[src/logic/acsr_defines.vh]
// Purpose: constants for the converter status and result register block
// Assumes: byte-wide special-function-register port, one core clock
// Notes: addresses other than status and operation are local choices
//
// Behaviour
// RULE1 - primary ready flag, status bit 7, sets when conversion or calibration ends
// RULE2 - primary ready clears by direct write or by writing a calibration code
// RULE3 - while primary ready is set, results and coefficients are not overwritten
// RULE4 - status bit 6 is the auxiliary ready flag, same behaviour as primary
// RULE5 - calibration-done flag, status bit 5, sets when a calibration completes
// RULE6 - calibration-done clears when software starts a conversion or calibration
// RULE7 - auxiliary calibration with temperature sensor selected never completes
// RULE8 - status bit 4 shows a missing reference while either converter runs
// RULE9 - with reference missing, every stored result is forced to all ones
// RULE10 - status bit 3 sets when the primary result written is saturated
// RULE11 - after calibration, bit 3 flags a fault that blocked coefficient update
// RULE12 - primary error flag clears when software starts conversion or calibration
// RULE13 - status bit 2 is the auxiliary error flag, same behaviour as primary
// RULE14 - status bits 1 and 0 are unimplemented, writes ignored, read zero
// RULE15 - primary result is 24 bits over three bytes, low byte absent on 16-bit
// RULE16 - primary offset coefficient is 24 bits over three bytes
// RULE17 - primary gain coefficient is 24 bits over three bytes
// RULE18 - auxiliary offset coefficient is 16 bits over low and high bytes
// RULE19 - auxiliary gain coefficient is 16 bits over low and high bytes
// RULE20 - auxiliary result is 24 bits in its own byte registers
// RULE21 - decimation-factor register sets the filter ratio for both converters
// RULE22 - software requests system zero-scale with code 110, full-scale with 111
// RULE23 - clearing primary enable powers it down, setting it starts the operation
// RULE24 - a hardware flag set beats a software write in the same cycle
`ifndef ACSR_DEFINES_VH
`define ACSR_DEFINES_VH

// ----------------------------------------
// register addresses
// ----------------------------------------
`define ACSR_ADDR_STATUS 8'hd8
`define ACSR_ADDR_OPER 8'hd1
`define ACSR_ADDR_AUX_CTL 8'hd2
`define ACSR_ADDR_DECIM 8'hd4
`define ACSR_ADDR_PRI_RES_L 8'hd9
`define ACSR_ADDR_PRI_RES_M 8'hda
`define ACSR_ADDR_PRI_RES_H 8'hdb
`define ACSR_ADDR_AUX_RES_L 8'hdc
`define ACSR_ADDR_AUX_RES_M 8'hdd
`define ACSR_ADDR_AUX_RES_H 8'hde
`define ACSR_ADDR_PRI_OFF_L 8'he1
`define ACSR_ADDR_PRI_OFF_M 8'he2
`define ACSR_ADDR_PRI_OFF_H 8'he3
`define ACSR_ADDR_PRI_GN_L 8'he4
`define ACSR_ADDR_PRI_GN_M 8'he5
`define ACSR_ADDR_PRI_GN_H 8'he6
`define ACSR_ADDR_AUX_OFF_L 8'he9
`define ACSR_ADDR_AUX_OFF_H 8'hea
`define ACSR_ADDR_AUX_GN_L 8'heb
`define ACSR_ADDR_AUX_GN_H 8'hec

// ----------------------------------------
// status bit positions
// ----------------------------------------
`define ACSR_BIT_PRI_RDY 7
`define ACSR_BIT_AUX_RDY 6
`define ACSR_BIT_CAL 5
`define ACSR_BIT_NOREF 4
`define ACSR_BIT_PRI_ERR 3
`define ACSR_BIT_AUX_ERR 2

// ----------------------------------------
// operation and auxiliary control register fields and codes
// ----------------------------------------
`define ACSR_BIT_PRI_ON 5
`define ACSR_BIT_AUX_ON 4
`define ACSR_BIT_CHOP_OFF 3
`define ACSR_OP_MSB 2
`define ACSR_OP_LSB 0
`define ACSR_OP_PWRDN 3'h0
`define ACSR_OP_IDLE 3'h1
`define ACSR_OP_SINGLE 3'h2
`define ACSR_OP_CONT 3'h3
`define ACSR_OP_INT_ZERO 3'h4
`define ACSR_OP_INT_FULL 3'h5
`define ACSR_OP_SYS_ZERO 3'h6
`define ACSR_OP_SYS_FULL 3'h7
`define ACSR_AUX_CH_MSB 5
`define ACSR_AUX_CH_LSB 4
`define ACSR_AUX_CH_TEMP 2'h2

// ----------------------------------------
// reset values
// ----------------------------------------
`define ACSR_RST_STATUS 8'h00
`define ACSR_RST_OPER 8'h08
`define ACSR_RST_AUX_CTL 8'h00
`define ACSR_RST_DECIM 8'h45
`define ACSR_RST_BYTE 8'h00

`endif

[src/logic/acsr_conv_store.v]
// Purpose: result and calibration coefficient storage for one converter
// Assumes: completion strobes are one-cycle pulses on the core clock
// Notes: combinational take/saturation outputs feed the status flags

`timescale 1ns/1ns

module acsr_conv_store
#(
  parameter RES_W = 24,
  parameter COEF_W = 24
)
(
  // clock and reset
  input wire sys_clk_i,
  input wire reset_n_i,
  input wire ce_i,
  // flag state
  input wire ready_i,
  input wire ref_missing_i,
  // conversion and calibration results
  input wire conv_done_i,
  input wire [RES_W-1:0] conv_data_i,
  input wire cal_done_i,
  input wire cal_ok_i,
  input wire cal_gain_i,
  input wire [COEF_W-1:0] cal_coeff_i,
  // stored values and events
  output reg [RES_W-1:0] result_o,
  output reg [COEF_W-1:0] offset_o,
  output reg [COEF_W-1:0] gain_o,
  output wire res_take_o,
  output wire res_sat_o,
  output wire cal_take_o
);

  wire [RES_W-1:0] res_value;

  // missing reference clamps the written value
  assign res_value = ref_missing_i ? {RES_W{1'b1}} : conv_data_i; // RULE9
  // nothing is written while the ready flag stands
  assign res_take_o = conv_done_i & ~ready_i; // RULE3
  assign cal_take_o = cal_done_i & ~ready_i; // RULE3
  assign res_sat_o = (res_value == {RES_W{1'b1}}) | (res_value == {RES_W{1'b0}});

  always @(posedge sys_clk_i or negedge reset_n_i)
  begin
    if (!reset_n_i)
    begin
      result_o <= {RES_W{1'b0}};
      offset_o <= {COEF_W{1'b0}};
      gain_o <= {COEF_W{1'b0}};
    end
    else if (ce_i)
    begin
      if (res_take_o)
      begin
        result_o <= res_value;
      end
      // a failed calibration leaves the coefficients untouched
      if (cal_take_o && cal_ok_i && !cal_gain_i)
      begin
        offset_o <= cal_coeff_i; // RULE11
      end
      if (cal_take_o && cal_ok_i && cal_gain_i)
      begin
        gain_o <= cal_coeff_i; // RULE11
      end
    end
  end

endmodule

[src/logic/acsr_status_regs.v]
// Purpose: status flags, operation control and result byte registers
// Assumes: byte register port on the core clock, read data one cycle late
// Notes: converter datapath sits outside and reports completions here

`timescale 1ns/1ns

`include "acsr_defines.vh"

module acsr_status_regs
#(
  parameter PRI_HAS_LOW = 1,
  parameter PRI_W = 24,
  parameter AUX_W = 24,
  parameter AUX_COEF_W = 16
)
(
  // clock, reset, enable
  input wire sys_clk_i,
  input wire reset_n_i,
  input wire ce_i,
  // register port from the core
  input wire [7:0] sfr_addr_i,
  input wire sfr_wr_i,
  input wire [7:0] sfr_wdata_i,
  input wire sfr_rd_i,
  output reg [7:0] sfr_rdata_o,
  // reference detector, asynchronous
  input wire ref_missing_i,
  // primary converter completions
  input wire pri_conv_done_i,
  input wire [PRI_W-1:0] pri_conv_data_i,
  input wire pri_cal_done_i,
  input wire pri_cal_ok_i,
  input wire pri_cal_gain_i,
  input wire [PRI_W-1:0] pri_cal_coeff_i,
  // auxiliary converter completions
  input wire aux_conv_done_i,
  input wire [AUX_W-1:0] aux_conv_data_i,
  input wire aux_cal_done_i,
  input wire aux_cal_ok_i,
  input wire aux_cal_gain_i,
  input wire [AUX_COEF_W-1:0] aux_cal_coeff_i,
  // control towards the converters
  output reg pri_enable_o,
  output reg aux_enable_o,
  output reg pri_start_o,
  output reg aux_start_o,
  output reg chop_off_o,
  output reg [2:0] operation_select_o,
  output reg [7:0] decimation_o,
  output reg [7:0] aux_control_o,
  output reg [7:0] converter_status_o
);

  // ----------------------------------------
  // reference input synchroniser
  // ----------------------------------------
  reg ref_s1;
  reg ref_s2;
  reg ref_s3;
  reg ref_missing;

  always @(posedge sys_clk_i or negedge reset_n_i)
  begin
    if (!reset_n_i)
    begin
      ref_s1 <= 1'b0;
      ref_s2 <= 1'b0;
      ref_s3 <= 1'b0;
      ref_missing <= 1'b0;
    end
    else if (ce_i)
    begin
      ref_s1 <= ref_missing_i;
      ref_s2 <= ref_s1;
      ref_s3 <= ref_s2;
      // a change counts only once the last two stages agree
      if (ref_s2 == ref_s3)
      begin
        ref_missing <= ref_s3;
      end
    end
  end

  // ----------------------------------------
  // register writes
  // ----------------------------------------
  wire wr_status;
  wire wr_oper;
  wire wr_aux_ctl;
  wire wr_decim;
  wire [2:0] wr_op_code;
  wire op_is_cal;
  wire op_starts;

  assign wr_status = sfr_wr_i & (sfr_addr_i == `ACSR_ADDR_STATUS);
  assign wr_oper = sfr_wr_i & (sfr_addr_i == `ACSR_ADDR_OPER);
  assign wr_aux_ctl = sfr_wr_i & (sfr_addr_i == `ACSR_ADDR_AUX_CTL);
  assign wr_decim = sfr_wr_i & (sfr_addr_i == `ACSR_ADDR_DECIM);
  assign wr_op_code = sfr_wdata_i[`ACSR_OP_MSB:`ACSR_OP_LSB];
  // codes 1xx are calibrations, including system zero and full scale
  assign op_is_cal = wr_oper & wr_op_code[2]; // RULE22
  assign op_starts = wr_oper & (wr_op_code[2] | wr_op_code[1]);

  reg [7:0] oper_reg;

  always @(posedge sys_clk_i or negedge reset_n_i)
  begin
    if (!reset_n_i)
    begin
      oper_reg <= `ACSR_RST_OPER;
      aux_control_o <= `ACSR_RST_AUX_CTL;
      decimation_o <= `ACSR_RST_DECIM;
      pri_enable_o <= 1'b0;
      aux_enable_o <= 1'b0;
      pri_start_o <= 1'b0;
      aux_start_o <= 1'b0;
      chop_off_o <= 1'b1;
      operation_select_o <= `ACSR_OP_PWRDN;
    end
    else if (ce_i)
    begin
      if (wr_oper)
      begin
        oper_reg <= sfr_wdata_i;
      end
      if (wr_aux_ctl)
      begin
        aux_control_o <= sfr_wdata_i;
      end
      if (wr_decim)
      begin
        decimation_o <= sfr_wdata_i; // RULE21
      end
      // enable low means power-down, enable high runs the selected mode
      pri_enable_o <= wr_oper ? sfr_wdata_i[`ACSR_BIT_PRI_ON] : oper_reg[`ACSR_BIT_PRI_ON]; // RULE23
      aux_enable_o <= wr_oper ? sfr_wdata_i[`ACSR_BIT_AUX_ON] : oper_reg[`ACSR_BIT_AUX_ON];
      chop_off_o <= wr_oper ? sfr_wdata_i[`ACSR_BIT_CHOP_OFF] : oper_reg[`ACSR_BIT_CHOP_OFF];
      operation_select_o <= wr_oper ? wr_op_code : oper_reg[`ACSR_OP_MSB:`ACSR_OP_LSB];
      pri_start_o <= wr_oper & sfr_wdata_i[`ACSR_BIT_PRI_ON]; // RULE23
      aux_start_o <= wr_oper & sfr_wdata_i[`ACSR_BIT_AUX_ON];
    end
  end

  // ----------------------------------------
  // converter storage
  // ----------------------------------------
  reg pri_ready;
  reg aux_ready;
  wire aux_temp_sel;
  wire aux_cal_done;
  wire [PRI_W-1:0] pri_result;
  wire [PRI_W-1:0] pri_offset;
  wire [PRI_W-1:0] pri_gain;
  wire [AUX_W-1:0] aux_result;
  wire [AUX_COEF_W-1:0] aux_offset;
  wire [AUX_COEF_W-1:0] aux_gain;
  wire pri_res_take;
  wire pri_res_sat;
  wire pri_cal_take;
  wire aux_res_take;
  wire aux_res_sat;
  wire aux_cal_take;

  assign aux_temp_sel = aux_control_o[`ACSR_AUX_CH_MSB:`ACSR_AUX_CH_LSB] == `ACSR_AUX_CH_TEMP;
  // the temperature channel cannot be calibrated: the completion is dropped
  assign aux_cal_done = aux_cal_done_i & ~aux_temp_sel; // RULE7

  acsr_conv_store
  #(
    .RES_W(PRI_W),
    .COEF_W(PRI_W)
  )
  u_pri_store
  (
    .sys_clk_i(sys_clk_i),
    .reset_n_i(reset_n_i),
    .ce_i(ce_i),
    .ready_i(pri_ready),
    .ref_missing_i(ref_missing),
    .conv_done_i(pri_conv_done_i),
    .conv_data_i(pri_conv_data_i),
    .cal_done_i(pri_cal_done_i),
    .cal_ok_i(pri_cal_ok_i),
    .cal_gain_i(pri_cal_gain_i),
    .cal_coeff_i(pri_cal_coeff_i),
    .result_o(pri_result),
    .offset_o(pri_offset),
    .gain_o(pri_gain),
    .res_take_o(pri_res_take),
    .res_sat_o(pri_res_sat),
    .cal_take_o(pri_cal_take)
  );

  acsr_conv_store
  #(
    .RES_W(AUX_W),
    .COEF_W(AUX_COEF_W)
  )
  u_aux_store
  (
    .sys_clk_i(sys_clk_i),
    .reset_n_i(reset_n_i),
    .ce_i(ce_i),
    .ready_i(aux_ready),
    .ref_missing_i(ref_missing),
    .conv_done_i(aux_conv_done_i),
    .conv_data_i(aux_conv_data_i),
    .cal_done_i(aux_cal_done),
    .cal_ok_i(aux_cal_ok_i),
    .cal_gain_i(aux_cal_gain_i),
    .cal_coeff_i(aux_cal_coeff_i),
    .result_o(aux_result),
    .offset_o(aux_offset),
    .gain_o(aux_gain),
    .res_take_o(aux_res_take),
    .res_sat_o(aux_res_sat),
    .cal_take_o(aux_cal_take)
  );

  // ----------------------------------------
  // status flags
  // ----------------------------------------
  reg cal_flag;
  reg pri_err;
  reg aux_err;
  reg noref_flag;
  wire pri_rdy_set;
  wire aux_rdy_set;
  wire cal_set;
  wire pri_err_set;
  wire aux_err_set;
  wire conv_active;

  assign pri_rdy_set = pri_res_take | pri_cal_take; // RULE1
  assign aux_rdy_set = aux_res_take | aux_cal_take; // RULE4
  assign cal_set = pri_cal_take | aux_cal_take; // RULE5
  assign pri_err_set = (pri_res_take & pri_res_sat) | (pri_cal_take & ~pri_cal_ok_i); // RULE10 RULE11
  assign aux_err_set = (aux_res_take & aux_res_sat) | (aux_cal_take & ~aux_cal_ok_i); // RULE13
  assign conv_active = oper_reg[`ACSR_BIT_PRI_ON] | oper_reg[`ACSR_BIT_AUX_ON];

  always @(posedge sys_clk_i or negedge reset_n_i)
  begin
    if (!reset_n_i)
    begin
      pri_ready <= 1'b0;
      aux_ready <= 1'b0;
      cal_flag <= 1'b0;
      pri_err <= 1'b0;
      aux_err <= 1'b0;
      noref_flag <= 1'b0;
    end
    else if (ce_i)
    begin
      // hardware set is checked first so a write never drops a completion taken while the flag is clear
      if (pri_rdy_set)
      begin
        pri_ready <= 1'b1; // RULE24
      end
      else if (wr_status)
      begin
        pri_ready <= sfr_wdata_i[`ACSR_BIT_PRI_RDY]; // RULE2
      end
      else if (op_is_cal)
      begin
        pri_ready <= 1'b0; // RULE2
      end
      if (aux_rdy_set)
      begin
        aux_ready <= 1'b1; // RULE24
      end
      else if (wr_status)
      begin
        aux_ready <= sfr_wdata_i[`ACSR_BIT_AUX_RDY]; // RULE4
      end
      else if (op_is_cal)
      begin
        aux_ready <= 1'b0; // RULE4
      end
      if (cal_set)
      begin
        cal_flag <= 1'b1; // RULE24
      end
      else if (op_starts)
      begin
        cal_flag <= 1'b0; // RULE6
      end
      if (pri_err_set)
      begin
        pri_err <= 1'b1; // RULE24
      end
      else if (op_starts)
      begin
        pri_err <= 1'b0; // RULE12
      end
      if (aux_err_set)
      begin
        aux_err <= 1'b1; // RULE24
      end
      else if (op_starts)
      begin
        aux_err <= 1'b0; // RULE13
      end
      noref_flag <= ref_missing & conv_active; // RULE8
    end
  end

  // bits 1 and 0 have no storage and read zero
  wire [7:0] status_value;

  assign status_value = {pri_ready, aux_ready, cal_flag, noref_flag, pri_err, aux_err, 2'h0}; // RULE14

  // ----------------------------------------
  // read path
  // ----------------------------------------
  reg [7:0] next_rdata;
  wire [7:0] pri_res_l;
  wire [7:0] pri_off_l;
  wire [7:0] pri_gn_l;

  // the narrow variant has no low byte; it reads as zero
  assign pri_res_l = (PRI_HAS_LOW != 0) ? pri_result[7:0] : `ACSR_RST_BYTE; // RULE15
  assign pri_off_l = (PRI_HAS_LOW != 0) ? pri_offset[7:0] : `ACSR_RST_BYTE; // RULE16
  assign pri_gn_l = (PRI_HAS_LOW != 0) ? pri_gain[7:0] : `ACSR_RST_BYTE; // RULE17

  always @*
  begin
    next_rdata = `ACSR_RST_BYTE;
    case (sfr_addr_i)
      `ACSR_ADDR_STATUS: next_rdata = status_value;
      `ACSR_ADDR_OPER: next_rdata = oper_reg;
      `ACSR_ADDR_AUX_CTL: next_rdata = aux_control_o;
      `ACSR_ADDR_DECIM: next_rdata = decimation_o;
      `ACSR_ADDR_PRI_RES_L: next_rdata = pri_res_l;
      `ACSR_ADDR_PRI_RES_M: next_rdata = pri_result[15:8]; // RULE15
      `ACSR_ADDR_PRI_RES_H: next_rdata = pri_result[23:16]; // RULE15
      `ACSR_ADDR_AUX_RES_L: next_rdata = aux_result[7:0]; // RULE20
      `ACSR_ADDR_AUX_RES_M: next_rdata = aux_result[15:8]; // RULE20
      `ACSR_ADDR_AUX_RES_H: next_rdata = aux_result[23:16]; // RULE20
      `ACSR_ADDR_PRI_OFF_L: next_rdata = pri_off_l;
      `ACSR_ADDR_PRI_OFF_M: next_rdata = pri_offset[15:8]; // RULE16
      `ACSR_ADDR_PRI_OFF_H: next_rdata = pri_offset[23:16]; // RULE16
      `ACSR_ADDR_PRI_GN_L: next_rdata = pri_gn_l;
      `ACSR_ADDR_PRI_GN_M: next_rdata = pri_gain[15:8]; // RULE17
      `ACSR_ADDR_PRI_GN_H: next_rdata = pri_gain[23:16]; // RULE17
      `ACSR_ADDR_AUX_OFF_L: next_rdata = aux_offset[7:0]; // RULE18
      `ACSR_ADDR_AUX_OFF_H: next_rdata = aux_offset[15:8]; // RULE18
      `ACSR_ADDR_AUX_GN_L: next_rdata = aux_gain[7:0]; // RULE19
      `ACSR_ADDR_AUX_GN_H: next_rdata = aux_gain[15:8]; // RULE19
      default: next_rdata = `ACSR_RST_BYTE;
    endcase
  end

  // read data and status mirror are registered to keep outputs glitch free
  always @(posedge sys_clk_i or negedge reset_n_i)
  begin
    if (!reset_n_i)
    begin
      sfr_rdata_o <= `ACSR_RST_BYTE;
      converter_status_o <= `ACSR_RST_STATUS;
    end
    else if (ce_i)
    begin
      if (sfr_rd_i)
      begin
        sfr_rdata_o <= next_rdata;
      end
      converter_status_o <= status_value;
    end
  end

endmodule

[config.mk]
export PLATFORM = sky130hd
export DESIGN_NAME = acsr_status_regs
export DESIGN_NICKNAME = d
export VERILOG_FILES = /design/src/logic/acsr_conv_store.v /design/src/logic/acsr_status_regs.v
export VERILOG_INCLUDE_DIRS = /design/src /design/src/logic
export SDC_FILE = /design/constraint.sdc
export NUM_CORES = 1
export LEC_CHECK = 0
export BUFFER_PORTS_ARGS = -buffer_cell sky130_fd_sc_hd__buf_2
export CAP_MARGIN = 20
export CORE_MARGIN = 10
export CORE_UTILIZATION = 30
export DETAILED_ROUTE_END_ITERATION = 12
export PLACE_DENSITY = 0.54
export SYNTH_ARGS = -nofsm -noshare
export SYNTH_HDL_FRONTEND = slang
export SYNTH_SLANG_ARGS = --single-unit
[constraint.sdc]
create_clock -name sys_clk_i -period 1.95 [get_ports sys_clk_i]
set_clock_uncertainty 0.15 [all_clocks]
set_input_delay 0.39 -clock sys_clk_i [delete_from_list [all_inputs] [get_ports sys_clk_i]]
set_output_delay 0.39 -clock sys_clk_i [all_outputs]
set_load 0.005 [all_outputs]
==> results of run 1 <==
final timing paths:
| check | from | end | slack, ps | depth (start not counted) |
|---|---|---|---|---|
| worst max-delay path | aux_control_o[5]$_DFFE_PN0P_ | u_aux_store.gain_o[9]$_DFFE_PN0P_ | -10 | 6 |
| min in group asynchronous | reset_n_i | u_aux_store.offset_o[14]$_DFFE_PN0P_ | 320 | 2 |
| worst max register to register | aux_control_o[5]$_DFFE_PN0P_ | u_aux_store.gain_o[9]$_DFFE_PN0P_ | -10 | 6 |
| max in group asynchronous | reset_n_i | decimation_o[6]$_DFFE_PN1P_ | 690 | 3 |
| worst min register to register | u_aux_store.result_o[3]$_DFFE_PN0P_ | u_aux_store.result_o[3]$_DFFE_PN0P_ | 330 | 2 |
| worst min-delay path | ref_missing_i | ref_s1$_DFFE_PN0P_ | 20 | 2 |
per-stage QoR:
step / std cells / instance area (µm²) / setup slack (ps) / TNS (ps)
6_report: 1519 / 12100 / -10.5 / -77.2
5_1_grt: 1519 / 12100 / -75.6 / -1930
4_1_cts: 1517 / 11900 / -25.7 / -192
3_5_place_dp: 1484 / 11300 / -277 / -6750
3_3_place_gp: 1484 / 11300 / -299 / -5440
2_1_floorplan: 857 / 9130 / -27.9 / -279
area by class of cell:
cell class	instances	share of cell area
multi-input cells	601	0.355
flip-flops and latches	184	0.382
inverters	9	0.00280
repair buffers	303	0.171
clock inverters	15	0.0136
clock buffers	17	0.0353
well taps	390	0.0404
cell usage after synthesis (all sizes together), types with 2 or more instances:
cell	n	area, µm²
buf	40	218
o21ai	69	345
nand2b	4	25.0
inv	8	30.0
nor3b	7	73.8
nand3	23	115
clkbuf	23	86.3
o22ai	4	25.0
o2bb2ai	5	43.8
nand4	20	125
nor2b	9	56.3
o32ai	3	26.3
nor2	73	289
dfstp	5	131
nand3b	4	30.0
a32o	3	30.0
o221ai	3	26.3
mux2i	19	190
nand2	80	300
nor4	16	100
and4b	2	20.0
o211ai	4	30.0
a31oi	5	31.3
o21a	3	22.5
a41oi	2	17.5
mux2	126	1420
and3b	3	26.3
a21oi	27	135
a221oi	3	32.5
a211o	3	26.3
a211oi	5	37.5
o311ai	3	26.3
a22oi	16	120
dfrtp	179	4480
and2	3	18.8
and4	3	26.3
a21o	2	15.0
nor3	12	71.3
a32oi	14	123
nand4b	2	17.5
and3	6	37.5
a22o	3	26.3
worst max-delay path: cells and delay by family, from the launching register on:
kind | cells | cell delay, ps
flops | 1 | 390
mux | 1 | 300
buf+inv | 2 | 360
simple gates | 3 | 650
layout by cell type (no fill, tap or decap), types with 4 or more instances in the layout:
master / synthesis / routed
clkinvlp_4: 0 / 5
dfrtp_1: 179 / 179
o22ai_1: 4 / 4
buf_2: 30 / 154
a31oi_1: 5 / 5
nand2_1: 80 / 79
buf_4: 6 / 134
mux2_4: 0 / 23
o21ai_0: 67 / 67
mux2i_1: 19 / 19
nand3_1: 23 / 23
nor3_1: 11 / 11
nand2b_1: 4 / 4
a21oi_1: 27 / 27
dfstp_2: 5 / 5
clkbuf_16: 0 / 18
o211ai_1: 4 / 4
o2bb2ai_1: 5 / 5
mux2_2: 126 / 103
nand3b_1: 4 / 4
nor2b_1: 9 / 8
buf_12: 0 / 12
nor3b_1: 4 / 4
nand4_1: 20 / 20
a22oi_1: 16 / 16
a32oi_1: 14 / 14
inv_8: 0 / 4
and3_1: 6 / 6
nor4_1: 16 / 16
nor2_1: 71 / 70
inv_1: 8 / 8
a211oi_1: 5 / 5
power by group:
group	switching (mW)	total [mW]	leakage, nW	internal (mW)
Sequential	0.803	5.57	2.30	4.77
Clock	1.72	3.53	0.273	1.82
Combinational	1.13	2.39	2.97	1.26
Total	3.65	11.5	5.54	7.85
cells by family after synthesis:
kind of cell	count (synthesis)	synth area share
mux	145	0.176
flops	184	0.506
compound gates	184	0.132
simple gates	270	0.148
buf+inv	72	0.0370
other cells	1	0.000411
timing repair:
item | in CTS | in global routing
hold endpoints to repair | 32 | 0
resized for setup | 2 | 24
setup endpoints to repair | 32 | 32
hold buffers | 1 | 0
pin swaps | 0 | 1
buffers inserted | 0 | 1
cloned | 0 | 1
metal layers:
layer / up-vias / global-route usage / wire, µm
li1: 3673 / - / -
met1: 3900 / 0.242 / 15700
met4: 0 / 0.0539 / 772
met3: 43 / 0.0387 / 1860
met5: - / 0 / 0
met2: 251 / 0.288 / 16300
==> impl_metrics.tcl, run 1 <==
set metrics [dict create \
    result_of_the_run "finished, violations left" \
    failing_checks "negative setup slack" \
    crit_end_category "flip-flop" \
    tritoncts_clock_tree "built" \
    dp_wirelength_um 27300 \
    timing.critical_path.cells "nor2b_4, nor3b_4, buf_4, and4_4, clkbuf_16, mux2_4" \
    timing.max_cap.violations 0 \
    post_synth_inst_count 856 \
    drt_pre_antenna_iters 5 \
    critPathMaxFanout 8 \
    tightest_slew_ps 543 \
    design.die.area_mm2 0.0378 \
    fmax_mhz 510 \
    die_width_um 194 \
    timing_hold_violations_final 0 \
    ys_seq_area_frac 0.506 \
    cts-buffers-inserted 17 \
    slowest_stage "dfrtp_1" \
    final_critical_path_required_period_ps 1960 \
    synth_cell_type_count 64 \
    dieHeight_um 194 \
    nNetsFinal 1234 \
    report.power.total_mw 11.5 \
    vias 7867 \
    cts_max_level 4 \
    antenna_cells_inserted 0 \
    clk_latency_ps 450 \
    avgSynthCellArea_um2 10.7 \
    grt_pass1_wl_um 52600 \
    routed_wl_um 34600 \
    final_util 0.405 \
    grt_util_all_layers 0.181 \
    placeableCoreArea_mm2 0.0298 \
    initial_utilization 0.306 \
    setup_slack_ps -10.5 \
    grt_antenna_before_repair 0 \
    routed_wire_length_per_instance_um 22.8 \
    ff_latch_area_mm2 0.00461 \
    power_per_cell_area_mw_per_mm2 953 \
    path_clk_slew_ps 80 \
    path_class "flip-flop to flip-flop" \
    syn-cell-area_mm2 0.00912 \
    holdWs_ps 23.5 \
    grt_max_degree 51 \
    multi_input_area_mm2 0.00428 \
    synth_enable_flop_cells 0 \
    timing.final.crit_share 1.01 \
    antenna_left 0 \
    timing.critical_path.required_ps 2130 \
    final_layout_size_suffix_gt1_frac 0.423 \
    timing.max_slew.rel_slack 0.638 \
    std_cell_rows 63 \
    synthesis.yosys.warnings 0 \
    worstSetupStartpointType "flip-flop" \
    power.leakage_nw 5.54 \
    hp-class "input port to flip-flop" \
    arrival_ps 2140 \
    globalplace.congestion 0.925 \
    postSynth.topFlopCell "dfrtp_1" \
    vias_per_cell 5.18 \
    synth.ff_latch_count 184 \
    grt.overflow.total 0 \
    cpPeakStageDelay_ps 390 \
    finalSetupViolCount 13 \
    clk_path_buf_depth 2 \
    grt_setup_unrepaired "true" \
    numClockSinks 184 \
    peakVddDrop_uv 610 \
    syn2layout_area_growth_pct 32.3 \
    iteration_0_drc_count_of_the_detailed_router 667 \
    ios 158 \
    report.final.slew_viol_count 0 \
    clock_tree.root_cell "clkbuf_16" \
    remaining_drc_errors 0 \
    async_reset_ff_frac 1.00 \
    fillers 3021 \
    grt_pass1_vias 8203 \
    port-buffer-count 155 \
]
No activity file was read; power rests on OpenSTA's default activity.
==> inputs of run 2 (changes only) <==
SETUP_SLACK_MARGIN = 0.05   (was default)
==> run 2 against run 1 <==
Net effect:
- the run still ends with negative setup slack left
- global-route usage shrank 0.17 points
- total power grew 0.31%
- clock power grew 1%
- combinational power is essentially flat
- utilization grew 0.092 points
- non-clock buffer count shrank 10
- register-to-register slack lost 20 ps
- final area grew 0.23%
- cell count shrank 0.59%
==> impl_metrics.tcl, run 2 (synthesis results as in run 1) <==
set metrics [dict create \
    critPathMaxFanout 8 \
    slowest_stage "dfrtp_1" \
    std_cell_rows 63 \
    initial_utilization 0.306 \
    timing.critical_path.cells "nor2b_4, nor3b_4, buf_4, and4_4, buf_12, mux2_2" \
    power_per_cell_area_mw_per_mm2 953 \
    fmax_mhz 506 \
    worstSetupStartpointType "flip-flop" \
    finalSetupViolCount 11 \
    r2r_cells 6 \
    setup_slack_ps -26.4 \
    dp_worst_setup_slack_ps -237 \
    path_clk_slew_ps 80 \
    dp_wirelength_um 27100 \
    grt_pass1_wl_um 52200 \
    most_common_library_cell_in_the_layout_ignoring_fill_and_taps "dfrtp_1" \
    result_of_the_run "finished, violations left" \
    grt_antenna_before_repair 1 \
    timing_hold_violations_final 0 \
    hold_path_depth 2 \
    grt.overflow.total 0 \
    vias_per_cell 5.14 \
    grt_max_degree 61 \
    nNetsFinal 1224 \
    timing.max_slew.rel_slack 0.664 \
    ios 158 \
    grt_setup_unrepaired "true" \
    most-common-layout-cells "dfrtp_1 (178), buf_2 (154), buf_4 (115)" \
    iteration_0_drc_count_of_the_detailed_router 521 \
    timing.max_cap.violations 0 \
    placeableCoreArea_mm2 0.0298 \
    timing.critical_path.required_ps 2130 \
    report.power.total_mw 11.5 \
    design.die.area_mm2 0.0378 \
    globalplace.congestion 0.948 \
    peakVddDrop_uv 618 \
    clk_path_buf_depth 2 \
    grt_util_all_layers 0.180 \
    hp-class "input port to flip-flop" \
    fillers 2930 \
    numClockSinks 184 \
    tritoncts_clock_tree "built" \
    final_layout_size_suffix_gt1_frac 0.417 \
    crit_end_category "flip-flop" \
    dieHeight_um 194 \
    grt_pass1_vias 8168 \
    port-buffer-count 155 \
    report.final.slew_viol_count 0 \
    clk_latency_ps 450 \
    clock_tree.root_cell "clkbuf_16" \
    tightest_slew_ps 499 \
    path_class "flip-flop to flip-flop" \
    arrival_ps 2150 \
    die_width_um 194 \
    syn2layout_area_growth_pct 32.6 \
    antenna_left 0 \
    cpPeakStageDelay_ps 400 \
    final_critical_path_required_period_ps 1980 \
    final_util 0.406 \
    drt_pre_antenna_iters 5 \
    cts-buffers-inserted 17 \
    timing.final.crit_share 1.01 \
    routed_wl_um 34800 \
    remaining_drc_errors 0 \
    failing_checks "negative setup slack" \
    power.leakage_nw 5.51 \
    routed_wire_length_per_instance_um 23.1 \
    vias 7757 \
    cts_max_level 4 \
]
run 2: cell types whose count changed in the layout (fill, tap and decap cells not counted), sizes merged:
cell and delta:
buf -12, clkbuf +3, bufinv +1, clkinv -1, diode +1, inv -1
run 2: worst paths after layout:
check	from	endpoint	slack [ps]
max	aux_control_o[5]$_DFFE_PN0P_	u_aux_store.gain_o[3]$_DFFE_PN0P_	-30
min reg2reg	u_aux_store.result_o[12]$_DFFE_PN0P_	u_aux_store.result_o[12]$_DFFE_PN0P_	330
min in group asynchronous	reset_n_i	u_pri_store.offset_o[1]$_DFFE_PN0P_	210
max in group asynchronous	reset_n_i	converter_status_o[3]$_DFFE_PN0P_	790
min	ref_missing_i	ref_s1$_DFFE_PN0P_	30
max reg2reg	aux_control_o[5]$_DFFE_PN0P_	u_aux_store.gain_o[3]$_DFFE_PN0P_	-30
run 2: critical path: cells and delay by family (launching register included):
family,cells,cell delay (ps)
simple gates,3,640
flops,1,400
mux,1,340
buf+inv,2,320
run 2: layout make-up:
class                   instances  area [µm²]  share of cell area
clock buffers                  18         429              0.0355
clock inverters                14         164              0.0136
repair buffers                293        2110               0.175
well taps                     390         488              0.0403
inverters                       9        33.8             0.00279
multi-input cells             601        4260               0.352
diodes                          1        2.50            0.000207
flip-flops and latches        184        4610               0.381
run 2: per-layer routing:
metal / global-route usage / vias up / routed length (µm)
li1: - / 3642 / -
met1: 0.236 / 3862 / 15700
met2: 0.294 / 225 / 16900
met3: 0.0423 / 26 / 1780
met4: 0.0363 / 2 / 420
met5: 0 / - / 13
run 2: timing repair:
action                                  4_1_cts  5_1_grt
gates resized for setup                       8       11
cloned                                        0        3
hold endpoints to repair                    119        0
endpoints found under the setup margin       32       56
setup buffers                                 0        2
hold buffers                                  1        0
pin swaps                                     0        1
run 2: per-stage QoR:
stage | cells | TNS, ps | hold slack, ps | instance area (µm²)
6_report | 1510 | -85.9 | 31.1 | 12100
3_5_place_dp | 1471 | -4770 | 102 | 11300
3_3_place_gp | 1471 | -3940 | 101 | 11300
2_1_floorplan | 857 | -279 | -55.6 | 9140
4_1_cts | 1504 | -110 | 13.3 | 12000
5_1_grt | 1509 | -3310 | 26.0 | 12100
run 2: power breakdown:
| part | switching, mW | leakage [nW] | internal (mW) |
|---|---|---|---|
| sequential | 0.804 | 2.30 | 4.77 |
| combinational | 1.14 | 2.94 | 1.24 |
| clock | 1.66 | 0.274 | 1.92 |
| total | 3.60 | 5.51 | 7.93 |
==> inputs of run 3 (changes only) <==
MAX_ROUTING_LAYER = met4   (was default)
==> run 3 against run 2 <==
Net effect:
- the run still ends with negative setup slack left
- final area increased by 0.78%
- register-to-register slack improved by 20 ps
- utilization increased by 0.31 points
- worst setup slack improved by 17 ps
- clock power increased by 2%
- non-clock buffer count increased by 8
- total power increased by 0.57%
- flip-flop and latch count unchanged
- worst hold slack got worse by 1.7 ps
- largest cell class unchanged
- highest routed layer is now met4
==> impl_metrics.tcl, run 3 (synthesis results as in run 1) <==
set metrics [dict create \
    globalplace.congestion 0.923 \
    path_clk_slew_ps 80 \
    p_seq_frac 0.480 \
    arrival_ps 2140 \
    power.leakage_nw 5.58 \
    failing_checks "negative setup slack" \
    holdWs_ps 29.4 \
    vias 7779 \
    worstSetupStartpointType "flip-flop" \
    grt_setup_unrepaired "true" \
    final_layout_size_suffix_gt1_frac 0.425 \
    netSwitchingFraction 0.305 \
    path_class "flip-flop to flip-flop" \
    clock_tree.root_cell "clkbuf_16" \
    routed_wl_um 35200 \
    accumulated_negative_setup_slack_ps -23.6 \
    final_critical_path_required_period_ps 1960 \
    ios 158 \
    grt_pass1_vias 8262 \
    report.final.slew_viol_count 0 \
    grt.overflow.total 0 \
    port-buffer-count 155 \
    grt_util_all_layers 0.187 \
    remaining_drc_errors 0 \
    critPathMaxFanout 8 \
    dp_wirelength_um 27200 \
    design.die.area_mm2 0.0378 \
    crit_end_category "flip-flop" \
    combPwrFrac 0.206 \
    antenna_cells_inserted 0 \
    switching_power_summed_over_all_nets_mw 3.54 \
    cts_max_level 4 \
    placeableCoreArea_mm2 0.0298 \
    most-common-layout-cells "dfrtp_1 (178), buf_2 (153), buf_4 (122)" \
    antenna_left 0 \
    most_common_library_cell_in_the_layout_ignoring_fill_and_taps "dfrtp_1" \
    intPower_mw 8.06 \
    peakVddDrop_uv 636 \
    clk_path_buf_depth 2 \
    timing.final.crit_share 1.01 \
    timing.max_cap.violations 0 \
    dieHeight_um 194 \
    drt_pre_antenna_iters 5 \
    fillers 2942 \
    grt_pass1_wl_um 52400 \
    timing.critical_path.required_ps 2130 \
    iteration_0_drc_count_of_the_detailed_router 599 \
    clk_latency_ps 450 \
    timing_hold_violations_final 0 \
    finalSetupViolCount 4 \
    numClockSinks 184 \
    grt_antenna_before_repair 0 \
    std_cell_rows 63 \
    die_width_um 194 \
    hp-class "input port to flip-flop" \
    tritoncts_clock_tree "built" \
    fmax_mhz 510 \
    routed_wire_length_per_instance_um 23.2 \
    grt_max_degree 50 \
    syn2layout_area_growth_pct 33.7 \
    cts-buffers-inserted 17 \
    result_of_the_run "finished, violations left" \
    power_per_cell_area_mw_per_mm2 951 \
    share_of_total_power_in_the_clock_network 0.313 \
    setup_slack_ps -9.89 \
    vias_per_cell 5.13 \
    nNetsFinal 1232 \
    initial_utilization 0.306 \
]
run 3: changes by cell type in the layout (fill, tap and decap cells not counted), moves of 2 or more:
cell,previous run,this run
a211oi_2,0,2
clkinvlp_4,5,1
buf_6,1,3
a211oi_1,5,3
buf_4,115,122
clkinv_2,0,2
run 3: cell type report:
class                           count  area (µm²)  share of cell area
Clock inverter                     13         171              0.0141
Inverter                            9        33.8             0.00277
Clock buffer                       19         433              0.0355
Multi-Input combinational cell    601        4280               0.351
Sequential cell                   184        4610               0.378
Timing Repair Buffer              301        2170               0.178
Tap cell                          390         488              0.0400
run 3: timing repair:
action | CTS | global route
gates cloned | 1 | 2
resized for setup | 16 | 14
endpoints found under the setup margin | 32 | 60
buffers inserted | 4 | 4
pin swaps | 2 | 3
hold buffers | 1 | 0
endpoints found under the hold margin | 36 | 0
run 3: power by group through the flow:
stage / Sequential, mW / Combinational (mW) / Clock [mW]
after global routing: 5.66 / 2.66 / 3.88
after floorplan: 5.18 / 1.39 / 0
after CTS: 5.56 / 2.37 / 3.70
final: 5.57 / 2.39 / 3.64
after global placement: 5.61 / 2.25 / 0
after detailed placement: 5.61 / 2.30 / 0
run 3: worst max-delay path, stage by stage (launching register included):
cell and delay (ps):
dfrtp_1 390, nor2b_4 140, nor3b_4 200, nand2_2 100, nor3b_4 230, buf_6 170
buf_16 160, mux2_4 300
run 3: final timing paths:
| check | slack, ps | end | depth (start not counted) | from |
|---|---|---|---|---|
| min in group asynchronous | 320 | u_pri_store.offset_o[10]$_DFFE_PN0P_ | 2 | reset_n_i |
| max | -10 | u_aux_store.offset_o[5]$_DFFE_PN0P_ | 7 | aux_control_o[5]$_DFFE_PN0P_ |
| max in group asynchronous | 710 | decimation_o[2]$_DFFE_PN1P_ | 3 | reset_n_i |
| max reg2reg | -10 | u_aux_store.offset_o[5]$_DFFE_PN0P_ | 7 | aux_control_o[5]$_DFFE_PN0P_ |
| min reg2reg | 330 | u_pri_store.result_o[19]$_DFFE_PN0P_ | 2 | u_pri_store.result_o[19]$_DFFE_PN0P_ |
| min | 30 | ref_s1$_DFFE_PN0P_ | 2 | ref_missing_i |
run 3: metrics by stage:
stage	setup slack (ps)	cell area [µm²]	util	power (mW)	std cells
floorplan	-27.9	9140	-	6.57	857
global placement	-373	11300	0.380	7.86	1473
detailed placement	-368	11300	0.380	7.91	1473
CTS	-20.8	12000	0.404	11.6	1511
global route	-48.1	12200	0.409	12.2	1517
finish	-9.89	12200	0.409	11.6	1517
run 3: per-layer routing:
metal / up-vias / share of wire / global-route usage
met3: 40 / 0.054 / 0.0444
met1: 3856 / 0.44 / 0.231
met4: 0 / 0.019 / 0.0463
met5: - / 0 / -
met2: 232 / 0.48 / 0.302
li1: 3651 / - / -
